`config.mk`:
```
export PLATFORM = sky130hd
export DESIGN_NAME = vpc_sync_cfg
export DESIGN_NICKNAME = d
export VERILOG_FILES = /design/src/design/vpc_pkg.sv /design/src/design/vpc_duty_filter.sv /design/src/design/vpc_sync_cfg.sv
export SDC_FILE = /design/constraint.sdc
export NUM_CORES = 1
export LEC_CHECK = 0
export ABC_AREA = 1
export BUFFER_PORTS_ARGS = -buffer_cell sky130_fd_sc_hd__buf_2
export CORE_UTILIZATION = 60
export CTS_BUF_LIST = sky130_fd_sc_hd__clkbuf_8 sky130_fd_sc_hd__clkbuf_16
export CTS_CLUSTER_SIZE = 40
export DETAILED_ROUTE_END_ITERATION = 7
export PLACE_DENSITY = 0.82
export SLEW_MARGIN = 10
export SYNTH_ARGS = -nofsm -noshare
export SYNTH_HDL_FRONTEND = slang
export SYNTH_HIERARCHICAL = 1
export SYNTH_SLANG_ARGS = --single-unit
```
`constraint.sdc`:
```
create_clock -name ref_clk -period 6.3 [get_ports ref_clk]
set_input_delay 0.315 -clock ref_clk [delete_from_list [all_inputs] [get_ports ref_clk]]
set_output_delay 0.315 -clock ref_clk [all_outputs]
set_load 0.02 [all_outputs]
```
`src/design/vpc_pkg.sv`:
```
// Constants for the frame-sync PLL and PWM input configuration bank
// Functional notes
// - Divider low five bits live in bits 7:3.
// - Divider applies only with frame sync enabled.
// - Selector 0 takes rate from stored bits.
// - Selector 1 takes rate from resistor.
// - Hysteresis field: off, 11-bit, 10-bit.
// - Active hysteresis ignores small duty changes.
// - PLL frequency chosen by depth select bits.
// - Frame sync becomes PLL reference when enabled.
// - Divider high eight bits in preceding register.
package vpc_pkg;
  // ==========================================================
  // Register indexes (byte address is four times the index)
  localparam logic [7:0] IDX_SYNC_CTRL = 8'hA5;
  localparam logic [7:0] IDX_DIV_HIGH = 8'hA6;
  localparam logic [7:0] IDX_DIV_LOW = 8'hA7;
  localparam logic [7:0] IDX_RATE_CFG = 8'hC0;
  localparam logic [7:0] IDX_STATUS = 8'hC1;
  localparam logic [7:0] IDX_DUTY = 8'hC2;
  // ==========================================================
  // Reset values
  localparam logic [7:0] RST_SYNC_CTRL = 8'h00;
  localparam logic [7:0] RST_DIV_HIGH = 8'h00;
  localparam logic [7:0] RST_DIV_LOW = 8'h00;
  localparam logic [4:0] RST_RATE_CFG = 5'h00;
  // ==========================================================
  // Field positions
  localparam int FS_EN_BIT = 7;
  localparam int DIV_LOW_MSB = 7;
  localparam int DIV_LOW_LSB = 3;
  localparam int RES_SEL_BIT = 2;
  localparam int HYST_MSB = 1;
  localparam int HYST_LSB = 0;
  localparam int CFG_DEPTH_MSB = 1;
  localparam int CFG_DEPTH_LSB = 0;
  localparam int CFG_RATE_MSB = 4;
  localparam int CFG_RATE_LSB = 2;
  // ==========================================================
  // Widths
  localparam int DIV_W = 13;
  localparam int RATE_W = 3;
  localparam int ACC_W = 21;
  // ==========================================================
  // Hysteresis encodings
  localparam logic [1:0] HYST_OFF = 2'h0;
  localparam logic [1:0] HYST_RES11 = 2'h1;
  localparam logic [1:0] HYST_RES10 = 2'h2;
  localparam int HYST_RES11_BITS = 11;
  localparam int HYST_RES10_BITS = 10;
  // ==========================================================
  // Frame-sync factors per PLL frequency (5, 10, 20, 40 MHz)
  localparam logic [7:0] FACTOR_5M = 8'h1A;
  localparam logic [7:0] FACTOR_10M = 8'h32;
  localparam logic [7:0] FACTOR_20M = 8'h62;
  localparam logic [7:0] FACTOR_40M = 8'hC4;
endpackage

```
`src/design/vpc_duty_filter.sv`:
```
// PWM input duty hysteresis filter
`timescale 1ns/100ps
`default_nettype none
module vpc_duty_filter #(
  parameter int DUTY_W = 12
) (
  input wire logic ref_clk,
  input wire logic arst_n,
  input wire logic [DUTY_W-1:0] dutyIn,
  input wire logic [1:0] hystMode,
  output logic [DUTY_W-1:0] dutyOut
);
  typedef struct packed {
    logic [DUTY_W-1:0] held;
  } vpc_filt_t;

  vpc_filt_t st;
  vpc_filt_t next_st;
  logic [DUTY_W-1:0] diff;
  logic [DUTY_W-1:0] coarse;
  logic active;

  // ==========================================================
  // Hysteresis decision
  always_comb begin
    next_st = st;
    diff = (dutyIn > st.held) ? dutyIn - st.held : st.held - dutyIn;
    active = (hystMode == vpc_pkg::HYST_RES11) || (hystMode == vpc_pkg::HYST_RES10);
    if (hystMode == vpc_pkg::HYST_RES11) begin
      coarse = diff >> (DUTY_W - vpc_pkg::HYST_RES11_BITS);
    end else begin
      coarse = diff >> (DUTY_W - vpc_pkg::HYST_RES10_BITS);
    end
    if (!active) begin
      next_st.held = dutyIn;
    end else if (coarse > 1) begin
      next_st.held = dutyIn;
    end
  end

  // State register
  always_ff @(posedge ref_clk or negedge arst_n) begin
    if (!arst_n) begin
      st <= '0;
    end else begin
      st <= next_st;
    end
  end

  assign dutyOut = st.held;
endmodule
`default_nettype wire

```
`src/design/vpc_sync_cfg.sv`:
```
// Frame-sync PLL divider and PWM input configuration bank, Wishbone slave
//
// Decided for this implementation: the Wishbone slave port.
`timescale 1ns/100ps
`default_nettype none
module vpc_sync_cfg #(
  parameter int DUTY_W = 12
) (
  input wire logic ref_clk,
  input wire logic arst_n,
  input wire logic wbCyc,
  input wire logic wbStb,
  input wire logic wbWe,
  input wire logic [9:0] wbAdr,
  input wire logic [3:0] wbSel,
  input wire logic [31:0] wbDatIn,
  output logic [31:0] wbDatOut,
  output logic wbAck,
  input wire logic frameSync,
  input wire logic pllTick,
  input wire logic [2:0] resistorRate,
  input wire logic [DUTY_W-1:0] pwmInDuty,
  output logic pllRefFrameSync,
  output logic [1:0] pllFreqSel,
  output logic [12:0] pllDivider,
  output logic pllTrimUp,
  output logic pllTrimDown,
  output logic pllLocked,
  output logic [2:0] pwmRate,
  output logic [DUTY_W-1:0] filteredDuty
);
  typedef struct packed {
    logic [7:0] syncCtrl;
    logic [7:0] divHigh;
    logic [7:0] divLow;
    logic [4:0] rateCfg;
    logic ack;
    logic [31:0] rdData;
    logic syncPrev;
    logic [20:0] tickCnt;
    logic trimUp;
    logic trimDown;
    logic locked;
    logic refSync;
    logic [1:0] freqSel;
    logic [12:0] divApplied;
    logic [2:0] rate;
    logic [DUTY_W-1:0] duty;
  } vpc_state_t;

  vpc_state_t st;
  vpc_state_t next_st;
  logic access;
  logic wrTake;
  logic syncRise;
  logic [20:0] target;
  logic [DUTY_W-1:0] filtDuty;

  // Word address match for a register index
  function automatic logic wrHit(input logic [9:0] adr, input logic [7:0] idx);
    wrHit = (adr[9:2] == idx);
  endfunction

  // Frame-sync factor for the selected PLL frequency
  function automatic logic [7:0] factorOf(input logic [1:0] sel);
    unique case (sel)
      2'h0: factorOf = vpc_pkg::FACTOR_5M;
      2'h1: factorOf = vpc_pkg::FACTOR_10M;
      2'h2: factorOf = vpc_pkg::FACTOR_20M;
      2'h3: factorOf = vpc_pkg::FACTOR_40M;
    endcase
  endfunction

  // ==========================================================
  // Duty hysteresis
  vpc_duty_filter #(
    .DUTY_W(DUTY_W)
  ) u_filter (
    .ref_clk(ref_clk),
    .arst_n(arst_n),
    .dutyIn(pwmInDuty),
    .hystMode(st.divLow[vpc_pkg::HYST_MSB:vpc_pkg::HYST_LSB]),
    .dutyOut(filtDuty)
  );

  // ==========================================================
  // Bus slave, configuration and lock tracking
  always_comb begin
    next_st = st;
    access = wbCyc && wbStb;
    wrTake = access && st.ack && wbWe && wbSel[0];
    syncRise = frameSync && !st.syncPrev;
    target = {8'h00, st.divApplied} * {13'h0000, factorOf(st.freqSel)};
    // Single-cycle acknowledge with registered read data
    next_st.ack = access && !st.ack;
    next_st.rdData = 32'h0000_0000;
    if (access && !st.ack && !wbWe) begin
      unique case (wbAdr[9:2])
        vpc_pkg::IDX_SYNC_CTRL: next_st.rdData = {24'h000000, st.syncCtrl};
        vpc_pkg::IDX_DIV_HIGH: next_st.rdData = {24'h000000, st.divHigh};
        vpc_pkg::IDX_DIV_LOW: next_st.rdData = {24'h000000, st.divLow};
        vpc_pkg::IDX_RATE_CFG: next_st.rdData = {27'h0000000, st.rateCfg};
        vpc_pkg::IDX_STATUS: next_st.rdData = {25'h0000000, st.rate, st.freqSel,
                                               st.refSync, st.locked};
        vpc_pkg::IDX_DUTY: next_st.rdData = {{(32-DUTY_W){1'b0}}, st.duty};
        default: next_st.rdData = 32'h0000_0000;
      endcase
    end
    // Writes commit on the edge where the master sees ack
    if (wrTake && wrHit(wbAdr, vpc_pkg::IDX_SYNC_CTRL)) begin
      next_st.syncCtrl = wbDatIn[7:0];
    end
    if (wrTake && wrHit(wbAdr, vpc_pkg::IDX_DIV_HIGH)) begin
      next_st.divHigh = wbDatIn[7:0];
    end
    if (wrTake && wrHit(wbAdr, vpc_pkg::IDX_DIV_LOW)) begin
      next_st.divLow = wbDatIn[7:0];
    end
    if (wrTake && wrHit(wbAdr, vpc_pkg::IDX_RATE_CFG)) begin
      next_st.rateCfg = wbDatIn[4:0];
    end
    // PLL reference, frequency and divider
    next_st.refSync = st.syncCtrl[vpc_pkg::FS_EN_BIT];
    next_st.freqSel = st.rateCfg[vpc_pkg::CFG_DEPTH_MSB:vpc_pkg::CFG_DEPTH_LSB];
    if (st.syncCtrl[vpc_pkg::FS_EN_BIT]) begin
      next_st.divApplied = {st.divHigh,
                            st.divLow[vpc_pkg::DIV_LOW_MSB:vpc_pkg::DIV_LOW_LSB]};
    end else begin
      next_st.divApplied = 13'h0000;
    end
    // PWM output rate source
    if (st.divLow[vpc_pkg::RES_SEL_BIT]) begin
      next_st.rate = resistorRate;
    end else begin
      next_st.rate = st.rateCfg[vpc_pkg::CFG_RATE_MSB:vpc_pkg::CFG_RATE_LSB];
    end
    next_st.duty = filtDuty;
    // Frame period measured in PLL ticks against divider times factor
    next_st.syncPrev = frameSync;
    next_st.trimUp = 1'b0;
    next_st.trimDown = 1'b0;
    if (!st.refSync) begin
      next_st.tickCnt = 21'h000000;
      next_st.locked = 1'b0;
    end else if (syncRise) begin
      next_st.trimUp = st.tickCnt < target;
      next_st.trimDown = st.tickCnt > target;
      next_st.locked = st.tickCnt == target;
      next_st.tickCnt = pllTick ? 21'h000001 : 21'h000000;
    end else if (pllTick && st.tickCnt != 21'h1FFFFF) begin
      next_st.tickCnt = st.tickCnt + 21'h000001;
    end
  end

  // State register
  always_ff @(posedge ref_clk or negedge arst_n) begin
    if (!arst_n) begin
      st <= '0;
      st.syncCtrl <= vpc_pkg::RST_SYNC_CTRL;
      st.divHigh <= vpc_pkg::RST_DIV_HIGH;
      st.divLow <= vpc_pkg::RST_DIV_LOW;
      st.rateCfg <= vpc_pkg::RST_RATE_CFG;
    end else begin
      st <= next_st;
    end
  end

  // Outputs straight from the state register
  assign wbDatOut = st.rdData;
  assign wbAck = st.ack;
  assign pllRefFrameSync = st.refSync;
  assign pllFreqSel = st.freqSel;
  assign pllDivider = st.divApplied;
  assign pllTrimUp = st.trimUp;
  assign pllTrimDown = st.trimDown;
  assign pllLocked = st.locked;
  assign pwmRate = st.rate;
  assign filteredDuty = st.duty;
endmodule
`default_nettype wire
```
==> run summary <==
TIMING
----------------------------------------------------------------------------
Period Utilization, post-route                                         92.4%
Final number of hold-violating endpoints                                   0
Summed negative setup slack over all endpoints                          0 ps
Shortest period the worst path allows                                5820 ps
Relative slew margins                                                  35.2%
Maximum operating frequency                                          172 MHz
Setup Skew                                                           5.00 ps
Setup violators final                                                      0
Slew Limit Fails                                                           0
Worst Tran Pin Value                                                  973 ps
Setup repair after global routing missed its margin                    false

SETUP PATH
----------------------------------------------------------------------------
Setup slack of the most critical reg-to-reg path                      480 ps
Arrival @ worst endpoint                                             6120 ps
Start of the worst register-to-register path                    pllFreqSel[0]
Highest cell delay on the worst timing path                           540 ps
Largest driver fanout on the critical path                                 9
Crit Path Class                                                   reg -> reg
Critical-path cell with the highest stage delay                 sky130_fd_sc_hd__fa_1
FF-to-FF End                                                     pllTrimDown
Path depth of the worst reg2reg path                                      28
Setup crit start kind                                               register
Critical path endpoint category                                     register
Crit-path most repeated cell                                    sky130_fd_sc_hd__inv_1
Required time at the worst-slack endpoint                            6600 ps

FLOORPLAN
----------------------------------------------------------------------------
Chip width                                                            135 um
Row count                                                                 48
Core region area                                                  0.0173 mm2
Vertical extent of the die                                            135 um
Io pins                                                                  135
Starting density of the core                                           61.4%
Die outline area                                                  0.0182 mm2

RUN
----------------------------------------------------------------------------
Maximum capacitance violations                                             0

POWER AND IR DROP
----------------------------------------------------------------------------
Switching Power                                                     0.465 mW
Total leakage power                                                  6.49 nW
Clock network fraction of total power                                  38.4%
Part of the power in registers                                         47.2%
Total power                                                          1.53 mW
Sw frac                                                                30.4%
Power density cells                                               137 mW/mm2
Share of power burned in combinational logic                           14.4%
Internal power contribution                                          1.06 mW
Peak supply drop                                                    0.136 mV

GRT
----------------------------------------------------------------------------
Congestion Overflow GR                                                     0
Largest net degree at the start of global routing                         80
Antenna violations before repair                                           0
Met1 track demand over resource                                        38.9%
GRT Resource Usage Total                                               29.0%
GRT Max-Usage Layer                                                     met2
Met3 demand-to-capacity share in global routing                        4.92%
Met2 GRT Util                                                          47.0%
Global-route wire length before repair                               41.5 mm
Via count of the first global-routing pass                              8720

WORST HOLD PATH
----------------------------------------------------------------------------
Path class of the lowest-slack min-delay path                      in -> reg
Number of cells traversed by the worst hold path                           1
End of the worst hold path                                            st[55]
Startpoint of the tightest hold check path                         frameSync

CTS
----------------------------------------------------------------------------
CTS Buf Count                                                              9
Skew-Pair Late Insertion Delay                                        370 ps
Setup repair bufs after CTS                                                0
Clock transition at the registers of the reported paths                80 ps
Number of clock sinks seen by CTS                                        110
Clock tree from TritonCTS                                               done
Maximum number of buffers from clock root to sink                          2
Level count of the clock H-tree                                            3
Cell at the root of the clock tree                              sky130_fd_sc_hd__clkbuf_16

DETAILED ROUTING
----------------------------------------------------------------------------
DRT iter0 DRCs                                                           857
Vias                                                                    9181
Post-route ant nets                                                        0
Remaining routing DRC violations                                           0
Routed wirelength normalized by instance count                       14.4 um
Wirelength, routed                                                   24.9 mm
Count of TritonRoute iterations in the first routing pass                  6
Number of vias per cell after detailed routing                          5.31

YOSYS
----------------------------------------------------------------------------
Synthesized instance count                                              1462
Part of the Yosys area used for sequential elements                    25.9%
Average cell area after synthesis                                   7.26 um2
Total of warnings raised by yosys                                          6
Cell variety after synth                                                  36
Mapped Area                                                       0.0106 mm2
Seq cells post-synth                                                     110

FINISH
----------------------------------------------------------------------------
Proportion of layout cells with a drive suffix above 1                 11.2%
# diodes                                                                   0
Top library cells by usage in the layout, fill and taps aside   sky130_fd_sc_hd__nand2_1 (403), sky130_fd_sc_hd__inv_1 (277), sky130_fd_sc_hd__nor2_1 (120)
Layout overhead on the synthesized area                                5.09%
Most common cell after layout, fill and taps aside              sky130_fd_sc_hd__nand2_1
Fill count                                                              1496
Final net count                                                         1721

PLACEMENT
----------------------------------------------------------------------------
Estimated wirelength of the detail-placed design                     20.0 mm
I/O Buffers                                                               85
Routability Congestion                                                 0.974

OUTCOME
----------------------------------------------------------------------------
Outcome                                                         complete, no violations

==> per-stage QoR <==
stage / setup WS (ps) / hold slack, ps / utilization [%] / instance area, um2 / cells
after floorplan: 820 / 19.4 / - / 10700 / 1481
after global placement: 507 / 262 / 62.6 / 10800 / 1712
after detailed placement: 345 / 265 / 62.6 / 10800 / 1712
after CTS: 310 / 62.4 / 64.5 / 11100 / 1729
after global routing: 56.0 / 63.1 / 64.5 / 11200 / 1729
final: 480 / 64.3 / 64.5 / 11200 / 1729
==> synth_stat cells (all sizes together) <==
cell    number  area, um2
buf         77        577
o22ai        1       6.26
conb         1       3.75
inv        285       1070
xnor2        8       70.1
nand3b       2       15.0
o21bai       8       60.1
o211ai       1       7.51
clkbuf       7       26.3
and2         1       6.26
o21a         1       7.51
ha          97       1210
o21ai       58        335
nor3        16        113
dfrtp      110       2750
or2          1       6.26
nor2       133        567
xor2        10       87.6
nand3       92        480
fa          57       1140
nand2      421       1650
a21oi       42        210
nand4       33        213
==> cell families (layout without fill, tap and decap cells) <==
logic type               count (synthesis)  in the layout  share of synthesized area [%]
AO/OA/AOI/OAI                          111            111                           5.91
XOR/XNOR                                18             18                           1.49
adder cells (fa/ha/maj)                154            154                           22.2
buffers and inverters                  369            392                           15.8
flip-flops                             110            110                           25.9
other                                    1             20                         0.0353
AND/OR/NAND/NOR                        699            699                           28.7
==> timing repair <==
item | CTS | global route
hold endpoints to repair | 31 | 0
setup endpoints to repair | 0 | 3
hold buffers | 1 | 0
gates resized for setup | 0 | 3
==> critical path: cells and delay by family (launching register included) <==
kind	cells	cell delay, ps
AO/OA/AOI/OAI	2	420
adder cells (fa/ha/maj)	7	2740
buffers and inverters	7	710
flip-flops	1	440
AND/OR/NAND/NOR	12	1420
==> per-layer routing <==
layer | routed length (um) | share of wire, % | vias up
met5 | 0 | 0 | -
met4 | 608 | 2.4 | 0
li1 | - | - | 4486
met2 | 11700 | 47 | 359
met1 | 10800 | 43 | 4285
met3 | 1800 | 7.2 | 51
==> state kept, by name (all words and copies together), names as in the netlist <==
register and flops:
wbAck 1, pllTrimDown 1, pllTrimUp 1, pwmRate 3
filteredDuty 12, st 48, pllFreqSel 2, pllDivider 13
next_st 3, u_filter/dutyOut 12, pllLocked 1, pllRefFrameSync 1
wbDatOut 12
==> power by group through the flow <==
stage / clock network, mW / registers [mW] / logic [mW]
floorplan: 0 / 0.734 / 0.165
CTS: 0.592 / 0.723 / 0.218
detailed placement: 0 / 0.737 / 0.217
global route: 0.625 / 0.724 / 0.248
global placement: 0 / 0.737 / 0.212
finish: 0.587 / 0.723 / 0.220
==> final cells by class <==
class	instances	area (um2)	area share, %
multi-input combinational	1002	6270	56.2
sequential	110	2750	24.7
inverter	285	1070	9.59
timing repair buffer	91	475	4.26
tap	225	282	2.52
clock buffer	9	225	2.02
clock inverter	7	83.8	0.752
==> worst max-delay path by stage <==
stage | startpoint | endpoint | slack (ps) | cells after the start
CTS | pllFreqSel[0] | pllTrimDown | 310 | 26
global placement | pllFreqSel[0] | pllTrimDown | 510 | 26
floorplan | pllFreqSel[0] | pllTrimDown | 820 | 27
finish | pllFreqSel[0] | pllTrimDown | 480 | 28
global route | pllFreqSel[0] | pllTrimDown | 60 | 28
detailed placement | pllFreqSel[0] | pllTrimDown | 350 | 26
No activity file was read; power rests on OpenSTA's default activity.
